**src/hw/fan_monitor_pkg.sv**
```systemverilog
package fan_monitor_pkg;

    // ==========================================
    // timing
    localparam int CLK_HZ = 100_000_000;
    localparam int FILT_HZ = 32_000;
    localparam int FILT_US = 750;
    localparam int TICK_CYCLES = CLK_HZ / FILT_HZ;
    // one spare tick, so a pulse shorter than the window never spans it
    localparam int FILT_TICKS = (FILT_US * FILT_HZ + 999_999) / 1_000_000 + 1;
    localparam logic [11:0] TICK_LAST = 12'(TICK_CYCLES - 1);
    localparam logic [4:0] FILT_LAST = 5'(FILT_TICKS - 1);

    // ==========================================
    // register map (byte addresses)
    localparam logic [31:0] ADDR_LIMIT = 32'h0000_0000;
    localparam logic [31:0] ADDR_SPEED = 32'h0000_0004;
    localparam logic [31:0] ADDR_CSR = 32'h0000_0008;
    localparam logic [31:0] ADDR_ENABLE = 32'h0000_000c;

    // ==========================================
    // field positions
    localparam int CSR_SEL_LSB = 5;
    localparam int CSR_FILT_DIS = 4;
    localparam int CSR_IE = 3;
    localparam int CSR_OVF = 2;
    localparam int CSR_OVTH = 1;
    localparam int CSR_RDY = 0;
    localparam int EN_BIT = 0;

    // ==========================================
    // reset values and answers
    localparam logic [7:0] LIMIT_RST = 8'hff;
    localparam logic [7:0] SPEED_RST = 8'h00;
    localparam logic [1:0] CLKSEL_RST = 2'h1;
    localparam logic [7:0] CNT_MAX = 8'hff;
    localparam logic [1:0] RESP_OKAY = 2'h0;
    localparam logic [1:0] RESP_SLVERR = 2'h2;

    // ==========================================
    // types
    typedef enum logic [1:0] {
        MON_OFF = 2'h0,
        MON_ARM = 2'h1,
        MON_RUN = 2'h3
    } mon_state_type;

    typedef enum logic [2:0] {
        SEL_NONE = 3'h0,
        SEL_LIMIT = 3'h1,
        SEL_SPEED = 3'h2,
        SEL_CSR = 3'h3,
        SEL_EN = 3'h4
    } reg_sel_type;

    typedef struct packed {
        logic [31:0] awaddr;
        logic [2:0] awprot;
        logic awvalid;
        logic [31:0] wdata;
        logic [3:0] wstrb;
        logic wvalid;
        logic bready;
        logic [31:0] araddr;
        logic [2:0] arprot;
        logic arvalid;
        logic rready;
    } axi_req_type;

    typedef struct packed {
        logic awready;
        logic wready;
        logic bvalid;
        logic [1:0] bresp;
        logic arready;
        logic rvalid;
        logic [31:0] rdata;
        logic [1:0] rresp;
    } axi_rsp_type;

    typedef struct packed {
        axi_rsp_type rsp;
        logic aw_got;
        logic w_got;
        logic [31:0] awaddr;
        logic [7:0] wdata;
        logic wstrb0;
        mon_state_type mon;
        logic [7:0] cnt;
        logic [7:0] speed;
        logic [7:0] limit;
        logic [1:0] clksel;
        logic filt_dis;
        logic ie;
        logic ovf;
        logic ovth;
        logic rdy;
        logic block;
        logic en;
        logic irq;
        logic [2:0] sync;
        logic level;
        logic filt;
        logic [4:0] fcnt;
        logic prev;
        logic [11:0] pre;
        logic [3:0] div;
    } state_type;

endpackage

```
**src/hw/fan_tach_speed_monitor.sv**
```systemverilog
`timescale 1ns/1ps
module fan_tach_speed_monitor (
    input wire logic aclk,
    input wire logic aresetn,
    input wire fan_monitor_pkg::axi_req_type axi_req,
    output fan_monitor_pkg::axi_rsp_type axi_rsp,
    input wire logic tach_pulse_input,
    output logic speed_alert_irq
);
    import fan_monitor_pkg::*;

    state_type q;
    state_type d;
    logic ftick;
    logic cnt_tick;
    logic [3:0] div_mask;
    logic clean;
    logic rise;
    logic aw_fire;
    logic w_fire;
    logic ar_fire;
    logic wr_fire;
    logic rd_speed;
    logic ovf_evt;
    logic latch;
    logic wr_ok;
    reg_sel_type wsel;
    reg_sel_type rsel;
    logic [7:0] csr_rd;

    // ==========================================
    // address decode

    // maps a byte address onto a register select
    function automatic reg_sel_type reg_sel(input logic [31:0] a);
        reg_sel_type s;
        s = SEL_NONE;
        if (a == ADDR_LIMIT) begin
            s = SEL_LIMIT;
        end else if (a == ADDR_SPEED) begin
            s = SEL_SPEED;
        end else if (a == ADDR_CSR) begin
            s = SEL_CSR;
        end else if (a == ADDR_ENABLE) begin
            s = SEL_EN;
        end
        return s;
    endfunction

    // ==========================================
    // next-state logic

    // whole block: bus slave, timebase, filter and measurement
    always_comb begin
        d = q;
        csr_rd = '0;
        // three-stage input synchroniser, level taken when stages agree
        d.sync = {q.sync[1:0], tach_pulse_input};
        if (q.sync[2] == q.sync[1]) begin
            d.level = q.sync[2];
        end
        // 32 kHz timebase and slow counter clock from it
        ftick = (q.pre == TICK_LAST);
        d.pre = ftick ? 12'h000 : q.pre + 12'h001;
        if (ftick) begin
            d.div = q.div + 4'h1;
        end
        div_mask = 4'((5'h02 << q.clksel) - 5'h01);
        cnt_tick = ftick && ((q.div & div_mask) == div_mask);
        // glitch filter: input must differ for a full window to pass
        if (q.level == q.filt) begin
            d.fcnt = 5'h00;
        end else if (ftick) begin
            if (q.fcnt == FILT_LAST) begin
                d.filt = q.level;
                d.fcnt = 5'h00;
            end else begin
                d.fcnt = q.fcnt + 5'h01;
            end
        end
        clean = q.filt_dis ? q.level : q.filt;
        d.prev = clean;
        rise = clean && !q.prev;

        // bus handshakes
        aw_fire = axi_req.awvalid && q.rsp.awready;
        w_fire = axi_req.wvalid && q.rsp.wready;
        ar_fire = axi_req.arvalid && q.rsp.arready;
        wr_fire = q.aw_got && q.w_got && !q.rsp.bvalid;
        wsel = reg_sel(q.awaddr);
        rsel = reg_sel(axi_req.araddr);
        wr_ok = wr_fire && q.wstrb0;
        rd_speed = ar_fire && (rsel == SEL_SPEED);
        if (aw_fire) begin
            d.aw_got = 1'b1;
            d.awaddr = axi_req.awaddr;
        end
        if (w_fire) begin
            d.w_got = 1'b1;
            d.wdata = axi_req.wdata[7:0];
            d.wstrb0 = axi_req.wstrb[0];
        end
        if (q.rsp.bvalid && axi_req.bready) begin
            d.rsp.bvalid = 1'b0;
        end
        if (wr_fire) begin
            d.aw_got = 1'b0;
            d.w_got = 1'b0;
            d.rsp.bvalid = 1'b1;
            d.rsp.bresp = (wsel == SEL_NONE) ? RESP_SLVERR : RESP_OKAY;
        end

        // register writes; status clears come before hardware sets
        if (wr_ok && wsel == SEL_LIMIT) begin
            d.limit = q.wdata;
        end
        if (wr_ok && wsel == SEL_EN) begin
            d.en = q.wdata[EN_BIT];
        end
        if (wr_ok && wsel == SEL_CSR) begin
            d.clksel = q.wdata[CSR_SEL_LSB +: 2];
            d.filt_dis = q.wdata[CSR_FILT_DIS];
            d.ie = q.wdata[CSR_IE];
            if (q.wdata[CSR_OVTH]) begin
                d.ovth = 1'b0;
            end
            if (q.wdata[CSR_OVF] && q.ovf) begin
                d.ovf = 1'b0;
                d.cnt = 8'h00;
                d.mon = MON_ARM;
            end
        end
        // frozen reading is released by a read once the flag is gone
        if (rd_speed && !d.ovth) begin
            d.block = 1'b0;
        end
        if (rd_speed) begin
            d.rdy = 1'b0;
        end

        // measurement
        ovf_evt = q.en && q.mon != MON_OFF && !q.ovf && cnt_tick
            && q.cnt == CNT_MAX;
        latch = q.mon == MON_RUN && rise && !q.ovth && !q.block && !q.ovf;
        if (ovf_evt) begin
            d.ovf = 1'b1;
            d.speed = SPEED_RST;
            d.rdy = 1'b0;
        end else if (q.mon == MON_ARM && rise) begin
            d.cnt = 8'h00;
            d.mon = MON_RUN;
        end else if (latch) begin
            d.speed = q.cnt;
            d.cnt = 8'h00;
            d.rdy = 1'b1;
            if (q.cnt > q.limit) begin
                d.ovth = 1'b1;
                d.block = 1'b1;
            end
        end else if (cnt_tick && !q.ovf && q.mon != MON_OFF) begin
            d.cnt = q.cnt + 8'h01;
        end
        // disabled: counter and reading held at zero
        if (!d.en) begin
            d.cnt = 8'h00;
            d.speed = SPEED_RST;
            d.mon = MON_OFF;
        end else if (q.mon == MON_OFF) begin
            d.mon = MON_ARM;
        end
        d.irq = q.ie && (q.ovth || q.ovf);

        // read channel
        csr_rd[CSR_SEL_LSB +: 2] = q.clksel;
        csr_rd[CSR_FILT_DIS] = q.filt_dis;
        csr_rd[CSR_IE] = q.ie;
        csr_rd[CSR_OVF] = q.ovf;
        csr_rd[CSR_OVTH] = q.ovth;
        csr_rd[CSR_RDY] = q.rdy;
        if (q.rsp.rvalid && axi_req.rready) begin
            d.rsp.rvalid = 1'b0;
        end
        if (ar_fire) begin
            d.rsp.rvalid = 1'b1;
            d.rsp.rresp = RESP_OKAY;
            d.rsp.rdata = 32'h0000_0000;
            if (rsel == SEL_LIMIT) begin
                d.rsp.rdata[7:0] = q.limit;
            end else if (rsel == SEL_SPEED) begin
                d.rsp.rdata[7:0] = q.speed;
            end else if (rsel == SEL_CSR) begin
                d.rsp.rdata[7:0] = csr_rd;
            end else if (rsel == SEL_EN) begin
                d.rsp.rdata[EN_BIT] = q.en;
            end else begin
                d.rsp.rresp = RESP_SLVERR;
            end
        end
        d.rsp.awready = !d.aw_got && !d.rsp.bvalid;
        d.rsp.wready = !d.w_got && !d.rsp.bvalid;
        d.rsp.arready = !d.rsp.rvalid;
    end

    // ==========================================
    // state register

    // synchronous reset to documented defaults
    always_ff @(posedge aclk) begin
        if (!aresetn) begin
            q <= '0;
            q.limit <= LIMIT_RST;
            q.clksel <= CLKSEL_RST;
        end else begin
            q <= d;
        end
    end

    // outputs straight from the state register
    assign axi_rsp = q.rsp;
    assign speed_alert_irq = q.irq;
endmodule

```
**config.mk**
```make
export PLATFORM = sky130hd
export DESIGN_NAME = fan_tach_speed_monitor
export DESIGN_NICKNAME = d
export VERILOG_FILES = /design/src/hw/fan_monitor_pkg.sv /design/src/hw/fan_tach_speed_monitor.sv
export SDC_FILE = /design/constraint.sdc
export NUM_CORES = 1
export LEC_CHECK = 0
export BUFFER_PORTS_ARGS = -buffer_cell sky130_fd_sc_hd__buf_2
export CORE_MARGIN = 4
export CORE_UTILIZATION = 47
export DETAILED_ROUTE_END_ITERATION = 8
export PLACE_DENSITY_LB_ADDON = 0.3
export SLEW_MARGIN = 20
export SYNTH_ARGS = -nofsm -noshare
export SYNTH_HDL_FRONTEND = slang
export SYNTH_SLANG_ARGS = --single-unit
```
**constraint.sdc**
```tcl
create_clock -name aclk -period 1.9 [get_ports aclk]
set_input_delay 0 -clock aclk [delete_from_list [all_inputs] [get_ports aclk]]
set_output_delay 0 -clock aclk [all_outputs]
set_load 0.01 [all_outputs]
```
---- After elaboration in Yosys (flattened, before gate mapping) ----
Index checks and enable logic that the tools add are counted.
cells by class
  add/subtract/negate cells ............... 5
  order comparisons ....................... 1
  equal/unequal tests ..................... 21
  shift operators ......................... 1
  muxes and demuxes ....................... 48
  bitwise operators ....................... 5
  reduce and logical (&&, ||, !) cells .... 57
operators with widths
  cell                   number
  $eq 32x4->1 const B    4
  $eq 32x3->1 const B    2
  $logic_not 32->1       2
  $mux 8                 5
  $mux 35                1
  $mux 3                 11
  $logic_and 1x1->1      30
  $mux 10                3
  $mux 1                 18
  $mux 2                 8
  $add 12x1->12 const B  1
  $eq 12x12->1 const B   1
  $logic_not 1->1        10
  $eq 3x2->1 const B     3
  $add 8x1->8 const B    1
  $eq 8x8->1 const B     1
  $gt 8x8->1             1
  $eq 3x1->1 const B     2
  $eq 3x3->1 const B     2
  $mux 6                 1
  $reduce_and 2->1       3
  $reduce_bool 2->1      3
  $reduce_or 2->1        3
  $reduce_or 3->1        2
  16 further kinds       20
word-level totals
  register bits after elaboration ......... 123
  bits of input ports ..................... 114
  output and inout bits ................... 42
  word-level logic and storage cells ...... 172

---- Logic depth before layout (Yosys ltp) ----
  depth in word-level cells ............... 15
  depth in mapped cells ................... 8
  depth with buffers taken out ............ 7

---- Worst setup path before layout ----
Ideal clock, no wire load.
  kind .................................... reg-to-reg
  start point ............................. register q[72] (netlist name)
  end point ............................... register q[55] (netlist name)
  data arrival time ....................... 1.967 ns
  slack ................................... -0.220 ns
  stages on the path, launching flop included .. 7
  path through ............................ dfxtp_1 > or4_1 > or3_1 > or4b_1 > buf_6 > o211ai_1 > a311oi_1
between the ends
  longest elaborated chain between the ends .. 12
RTL lines
  what               RTL line                       text
  from (decl)        fan_tach_speed_monitor.sv:12   state_type q;
  $eq 32x4->1        fan_tach_speed_monitor.sv:44   end else if (a == ADDR_ENABLE) begin
  $mux 3             fan_tach_speed_monitor.sv:44
  $mux 3             fan_tach_speed_monitor.sv:42   end else if (a == ADDR_CSR) begin
  $mux 3             fan_tach_speed_monitor.sv:40   end else if (a == ADDR_SPEED) begin
  $mux 3 *           fan_tach_speed_monitor.sv:38   if (a == ADDR_LIMIT) begin
  $eq 3x2->1         fan_tach_speed_monitor.sv:120  if (wr_ok && wsel == SEL_CSR) begin
  $logic_and 1x1->1  fan_tach_speed_monitor.sv:120
  $mux 10            fan_tach_speed_monitor.sv:120
  $mux 8             fan_tach_speed_monitor.sv:160  end else if (cnt_tick && !q.ovf && q.mon != MON_OFF) begin
  $mux 8             fan_tach_speed_monitor.sv:152  end else if (latch) begin
  $mux 8             fan_tach_speed_monitor.sv:149  end else if (q.mon == MON_ARM && rise) begin
  $mux 10            fan_tach_speed_monitor.sv:145  if (ovf_evt) begin
Every way passes the cells marked *; elsewhere a longest branch is shown, timed or not.
A chain may end at the register's enable or synchronous reset.

---- Worst setup path after layout ----
  start point ............................. register q[72] (netlist name)
  end point ............................... register q[54] (netlist name)
The elaborated chain is that of the path after synthesis.

==> run summary <==
The number of clock buffers added by TritonCTS is 17. The clock tree root buffer cell was sky130_fd_sc_hd__clkbuf_16. The worst hold path was traced through 4 stages. The checks that failed: negative setup slack. The logs give 48 for the maximum number of pins on one net before global-route repair and 410 ps for the clock insertion delay at the later pin of the skew report. The depth of the most critical reg-to-reg path is 5, and the largest stage delay on the critical path is 580 ps.

The arrival time at the worst endpoint is 2420 ps. The startpoint identified for the worst hold timing path is axi_req[38]. Die area: 13700 um^2. The post-route minimum period came out at 2180 ps. The wire length reported by the detailed router came out at 15700 um. The worst relative slew slack came out at 0.348.

By startpoint and endpoint, the worst setup path is classified as reg -> reg. At the placement stage, the worst setup path has a slack of -277 ps. The number of vias after detailed routing was 5387. Number of detailed-routing iterations run before antenna repair: 5. Number of port buffers: 96. Highest-delay cell along the critical path: sky130_fd_sc_hd__or4b_4. For this design, the sink count on the clock tree is 121. Number of antenna violations at the first check in global routing: 0. The post-layout net count came out at 974. The path category of the worst min-delay check was in -> reg. The overall die height works out to 117 um.

The average wire per cell in the routed design came out at 15.7 um. In this run, the number of DRC markers left after iteration 0 of detailed routing was 324. The vias per cell was 5.38. The sink of the worst hold path was q[66]$_SDFFE_PN0P_. The critical path contains buffers and inverters numbering 0 combined.

The completed layout was analyzed and its total power is 6850 uW. The logs give 25100 um for the first-pass GRT wire length and -280 ps for the worst setup slack for register-to-register paths. The run gives 5322 as the number of global-route vias before repair.

After clock tree synthesis, the clock-pin slew on the worst setup and hold paths is 60 ps. The worst register-to-register path ends at q[54]$_SDFF_PP0_. Between clock sinks in the finished design, the worst skew comes to 8.43 ps. Reg-to-reg startpoint: q[72]$_SDFFE_PN0P_.

The tools report the maximum ir drop on the vdd rail as 0.000479 V. Once detail routing completed, the nets flagged for antenna violations numbered 0. The share of cells above drive strength 1 came out at 0.269. The placer congestion estimate came out at 0.856. For this design the static power due to leakage is 0.00335 uW. For the max-slew violation count, the log shows 0. The total routing resource utilization after global routing is 0.231, and the post-route non-filler standard cell count is 1001. The power per cell area was 881 nW/um^2. The cell count after synthesis is 661, and the timing-limited maximum frequency is 460 MHz. After global routing the overflow that remains totals 0. For the post-layout worst setup margin, the log shows -276 ps.

Broken down by cell family, the worst path's largest delay share belongs to simple AND/OR/NAND/NOR gates. The longest clock path from root to sink contains 2 buffers. Synthesis instantiated 56 different standard cells from the library. The tools report the number of hold violations in the final report as 0. TritonCTS built the clock tree. Setup violations remaining at the end of the flow were counted as 14. STA classifies the critical path startpoint as a flip-flop.

The slew at the pin closest to its max-slew limit is 971 ps, and the number of warnings printed during yosys synthesis is 0. In this run the worst path has a maximum fanout of 5. Setup repair after global routing could not meet its margin everywhere.

Yosys mapped a number of flops with a built-in enable equal to 0. The tools report the number of placed instances with taps included as 915. Walking the worst path, the cells encountered are or4_4, or3_4, or4b_4, o211ai_1, a211oi_1.

Core outline area: 11600 um^2. After floorplanning, the core was divided into 39 placement rows. The register bit count reported by yosys came out at 121.

The H-tree was split into 4 levels. The run finished, with violations left. Type of element capturing the critical path: a flip-flop. After legalization and detailed placement, the total HPWL measured 10200 um. After synthesis, the mean cell area works out to 8.48 um^2. After detailed routing, the number of remaining DRC violations is 0. The leading register cell type out of synthesis was sky130_fd_sc_hd__dfxtp_1.

For this design the top-level I/O count stands at 156. The number of antenna repair diodes is 0, and the fraction of the cycle the final worst path needs is 1.15. The initial standard-cell utilization of the core is 0.485, and the sequential fraction of the synthesis area is 0.432. In this run the horizontal extent of the chip is 117 um.

Relative to the synthesized area, the layout overhead comes to 38.6%. The proportion of register bits with asynchronous set or reset after synthesis was 0; the post-synthesis instance area was 5610 um^2. For the worst setup path, the data required time is 2150 ps. Max-cap violations in this run came to 0.
==> metal layers <==
metal | wire length, um | vias to the layer above | track usage
met5 | 0 | - | 0
met3 | 996 | 45 | 0.0591
met1 | 6340 | 2525 | 0.269
met4 | 437 | 0 | 0.0986
li1 | - | 2616 | -
met2 | 7910 | 201 | 0.402
==> Yosys cell counts, types with 2 or more instances <==
cell type / count / area share
sky130_fd_sc_hd__nand3_1: 14 / 0.012
sky130_fd_sc_hd__buf_1: 6 / 0.0040
sky130_fd_sc_hd__a22oi_1: 8 / 0.011
sky130_fd_sc_hd__xor2_1: 11 / 0.017
sky130_fd_sc_hd__nor3_2: 4 / 0.0071
sky130_fd_sc_hd__and2_1: 9 / 0.010
sky130_fd_sc_hd__o21a_1: 2 / 0.0027
sky130_fd_sc_hd__mux2i_1: 30 / 0.054
sky130_fd_sc_hd__nor2_1: 44 / 0.029
sky130_fd_sc_hd__or3_1: 5 / 0.0056
sky130_fd_sc_hd__o21ai_0: 12 / 0.011
sky130_fd_sc_hd__nand2b_1: 3 / 0.0033
sky130_fd_sc_hd__dfxtp_1: 121 / 0.43
sky130_fd_sc_hd__nor4_1: 19 / 0.021
sky130_fd_sc_hd__nor3_1: 18 / 0.016
sky130_fd_sc_hd__a21oi_1: 52 / 0.046
sky130_fd_sc_hd__o211ai_1: 13 / 0.017
sky130_fd_sc_hd__nor4b_1: 2 / 0.0031
sky130_fd_sc_hd__nor2b_1: 4 / 0.0045
sky130_fd_sc_hd__clkbuf_1: 20 / 0.013
sky130_fd_sc_hd__inv_1: 19 / 0.013
sky130_fd_sc_hd__ha_1: 14 / 0.031
sky130_fd_sc_hd__and3_1: 9 / 0.010
sky130_fd_sc_hd__nand4_1: 12 / 0.013
sky130_fd_sc_hd__buf_4: 41 / 0.055
sky130_fd_sc_hd__nand2_1: 119 / 0.080
sky130_fd_sc_hd__or4_1: 5 / 0.0067
sky130_fd_sc_hd__a211oi_1: 8 / 0.011
sky130_fd_sc_hd__xnor2_1: 7 / 0.011
sky130_fd_sc_hd__nand3b_1: 4 / 0.0054
==> report_power, final <==
group	leakage (uW)	switching, uW	internal (uW)	total (uW)
Combinational	0.00205	276	284	560
Clock	0.000321	1120	2520	3640
Sequential	0.000983	44.8	2600	2650
Total	0.00335	1440	5400	6850
==> cell usage in the layout (no fill, tap or decap), drive strengths merged, types with 5 or more instances in the layout <==
| master | synthesis | routed |
|---|---|---|
| ha | 14 | 14 |
| nor4 | 20 | 20 |
| conb | 1 | 26 |
| nand3 | 14 | 14 |
| o21ai | 12 | 12 |
| dlygate4sd3 | 0 | 47 |
| buf | 49 | 160 |
| or3 | 5 | 5 |
| xnor2 | 7 | 7 |
| a21oi | 52 | 52 |
| bufinv | 0 | 6 |
| nor2 | 44 | 44 |
| and3 | 9 | 9 |
| and2 | 9 | 9 |
| o211ai | 13 | 13 |
| dfxtp | 121 | 121 |
| inv | 19 | 19 |
| or4 | 6 | 6 |
| nor3 | 22 | 22 |
| nand4 | 12 | 12 |
| nand2 | 119 | 119 |
| a22oi | 8 | 8 |
| xor2 | 11 | 11 |
| a211oi | 8 | 8 |
| mux2i | 30 | 30 |
| clkbuf | 21 | 19 |
==> stage by stage <==
stage	utilization	setup TNS [ps]	instance area [um^2]	hold slack [ps]
after CTS	0.663	-2680	7670	79.0
after global routing	0.672	-3590	7770	140
after detailed placement	0.555	-3270	6420	220
final	0.672	-2560	7770	87.3
after floorplan	-	-2020	5710	127
after global placement	0.555	-2740	6420	215
==> tightest hold or removal path, stage by stage <==
cell and delay [ps]:
sky130_fd_sc_hd__buf_2 80, sky130_fd_sc_hd__nand2_1 180, sky130_fd_sc_hd__nand2_1 120, sky130_fd_sc_hd__a21oi_1 50
==> how the worst max path moves through the flow <==
| stage | from | end | slack (ps) | depth (start not counted) |
|---|---|---|---|---|
| finish | q[72]$_SDFFE_PN0P_ | q[54]$_SDFF_PP0_ | -280 | 5 |
| global route | q[72]$_SDFFE_PN0P_ | q[53]$_SDFF_PP0_ | -320 | 5 |
| CTS | q[72]$_SDFFE_PN0P_ | q[54]$_SDFF_PP0_ | -270 | 6 |
| detailed placement | q[72]$_SDFFE_PN0P_ | q[57]$_SDFF_PP0_ | -280 | 6 |
| global placement | q[72]$_SDFFE_PN0P_ | q[55]$_SDFF_PP0_ | -260 | 6 |
| floorplan | q[72]$_SDFFE_PN0P_ | q[55]$_SDFF_PP0_ | -170 | 6 |
==> final cells by class <==
type / instances / area (um^2)
Fill cell: 876 / 3790
Multi-Input combinational cell: 480 / 2960
Sequential cell: 121 / 2430
Timing Repair Buffer: 207 / 1470
Clock buffer: 19 / 453
Clock inverter: 12 / 221
Tap cell: 143 / 179
Inverter: 19 / 71.3
==> flip-flops by register name, summed over array words and instances, names as in the netlist <==
register and flops:
axi_rsp 15, csr_rd 7, q 96, d 2, speed_alert_irq 1
==> cells by family (layout without fill, tap and decap cells) <==
| family | after synthesis | count (layout) | synth area share |
|---|---|---|---|
| AO/OA/AOI/OAI | 105 | 105 | 0.114 |
| adder cells (fa/ha/maj) | 14 | 14 | 0.0312 |
| buffers and inverters | 89 | 257 | 0.0888 |
| flip-flops | 121 | 121 | 0.432 |
| AND/OR/NAND/NOR | 281 | 282 | 0.246 |
| other | 1 | 26 | 0.000669 |
| multiplexers | 32 | 35 | 0.0596 |
| XOR/XNOR | 18 | 18 | 0.0281 |
==> timing repair <==
item	4_1_cts	5_1_grt
gates cloned	3	2
endpoints found under the hold margin	48	0
resized for setup	9	25
buffers inserted	4	2
hold buffers	47	0
pin swaps	1	13
setup endpoints to repair	22	42
Note: power is estimated with default switching activity, not from simulation.
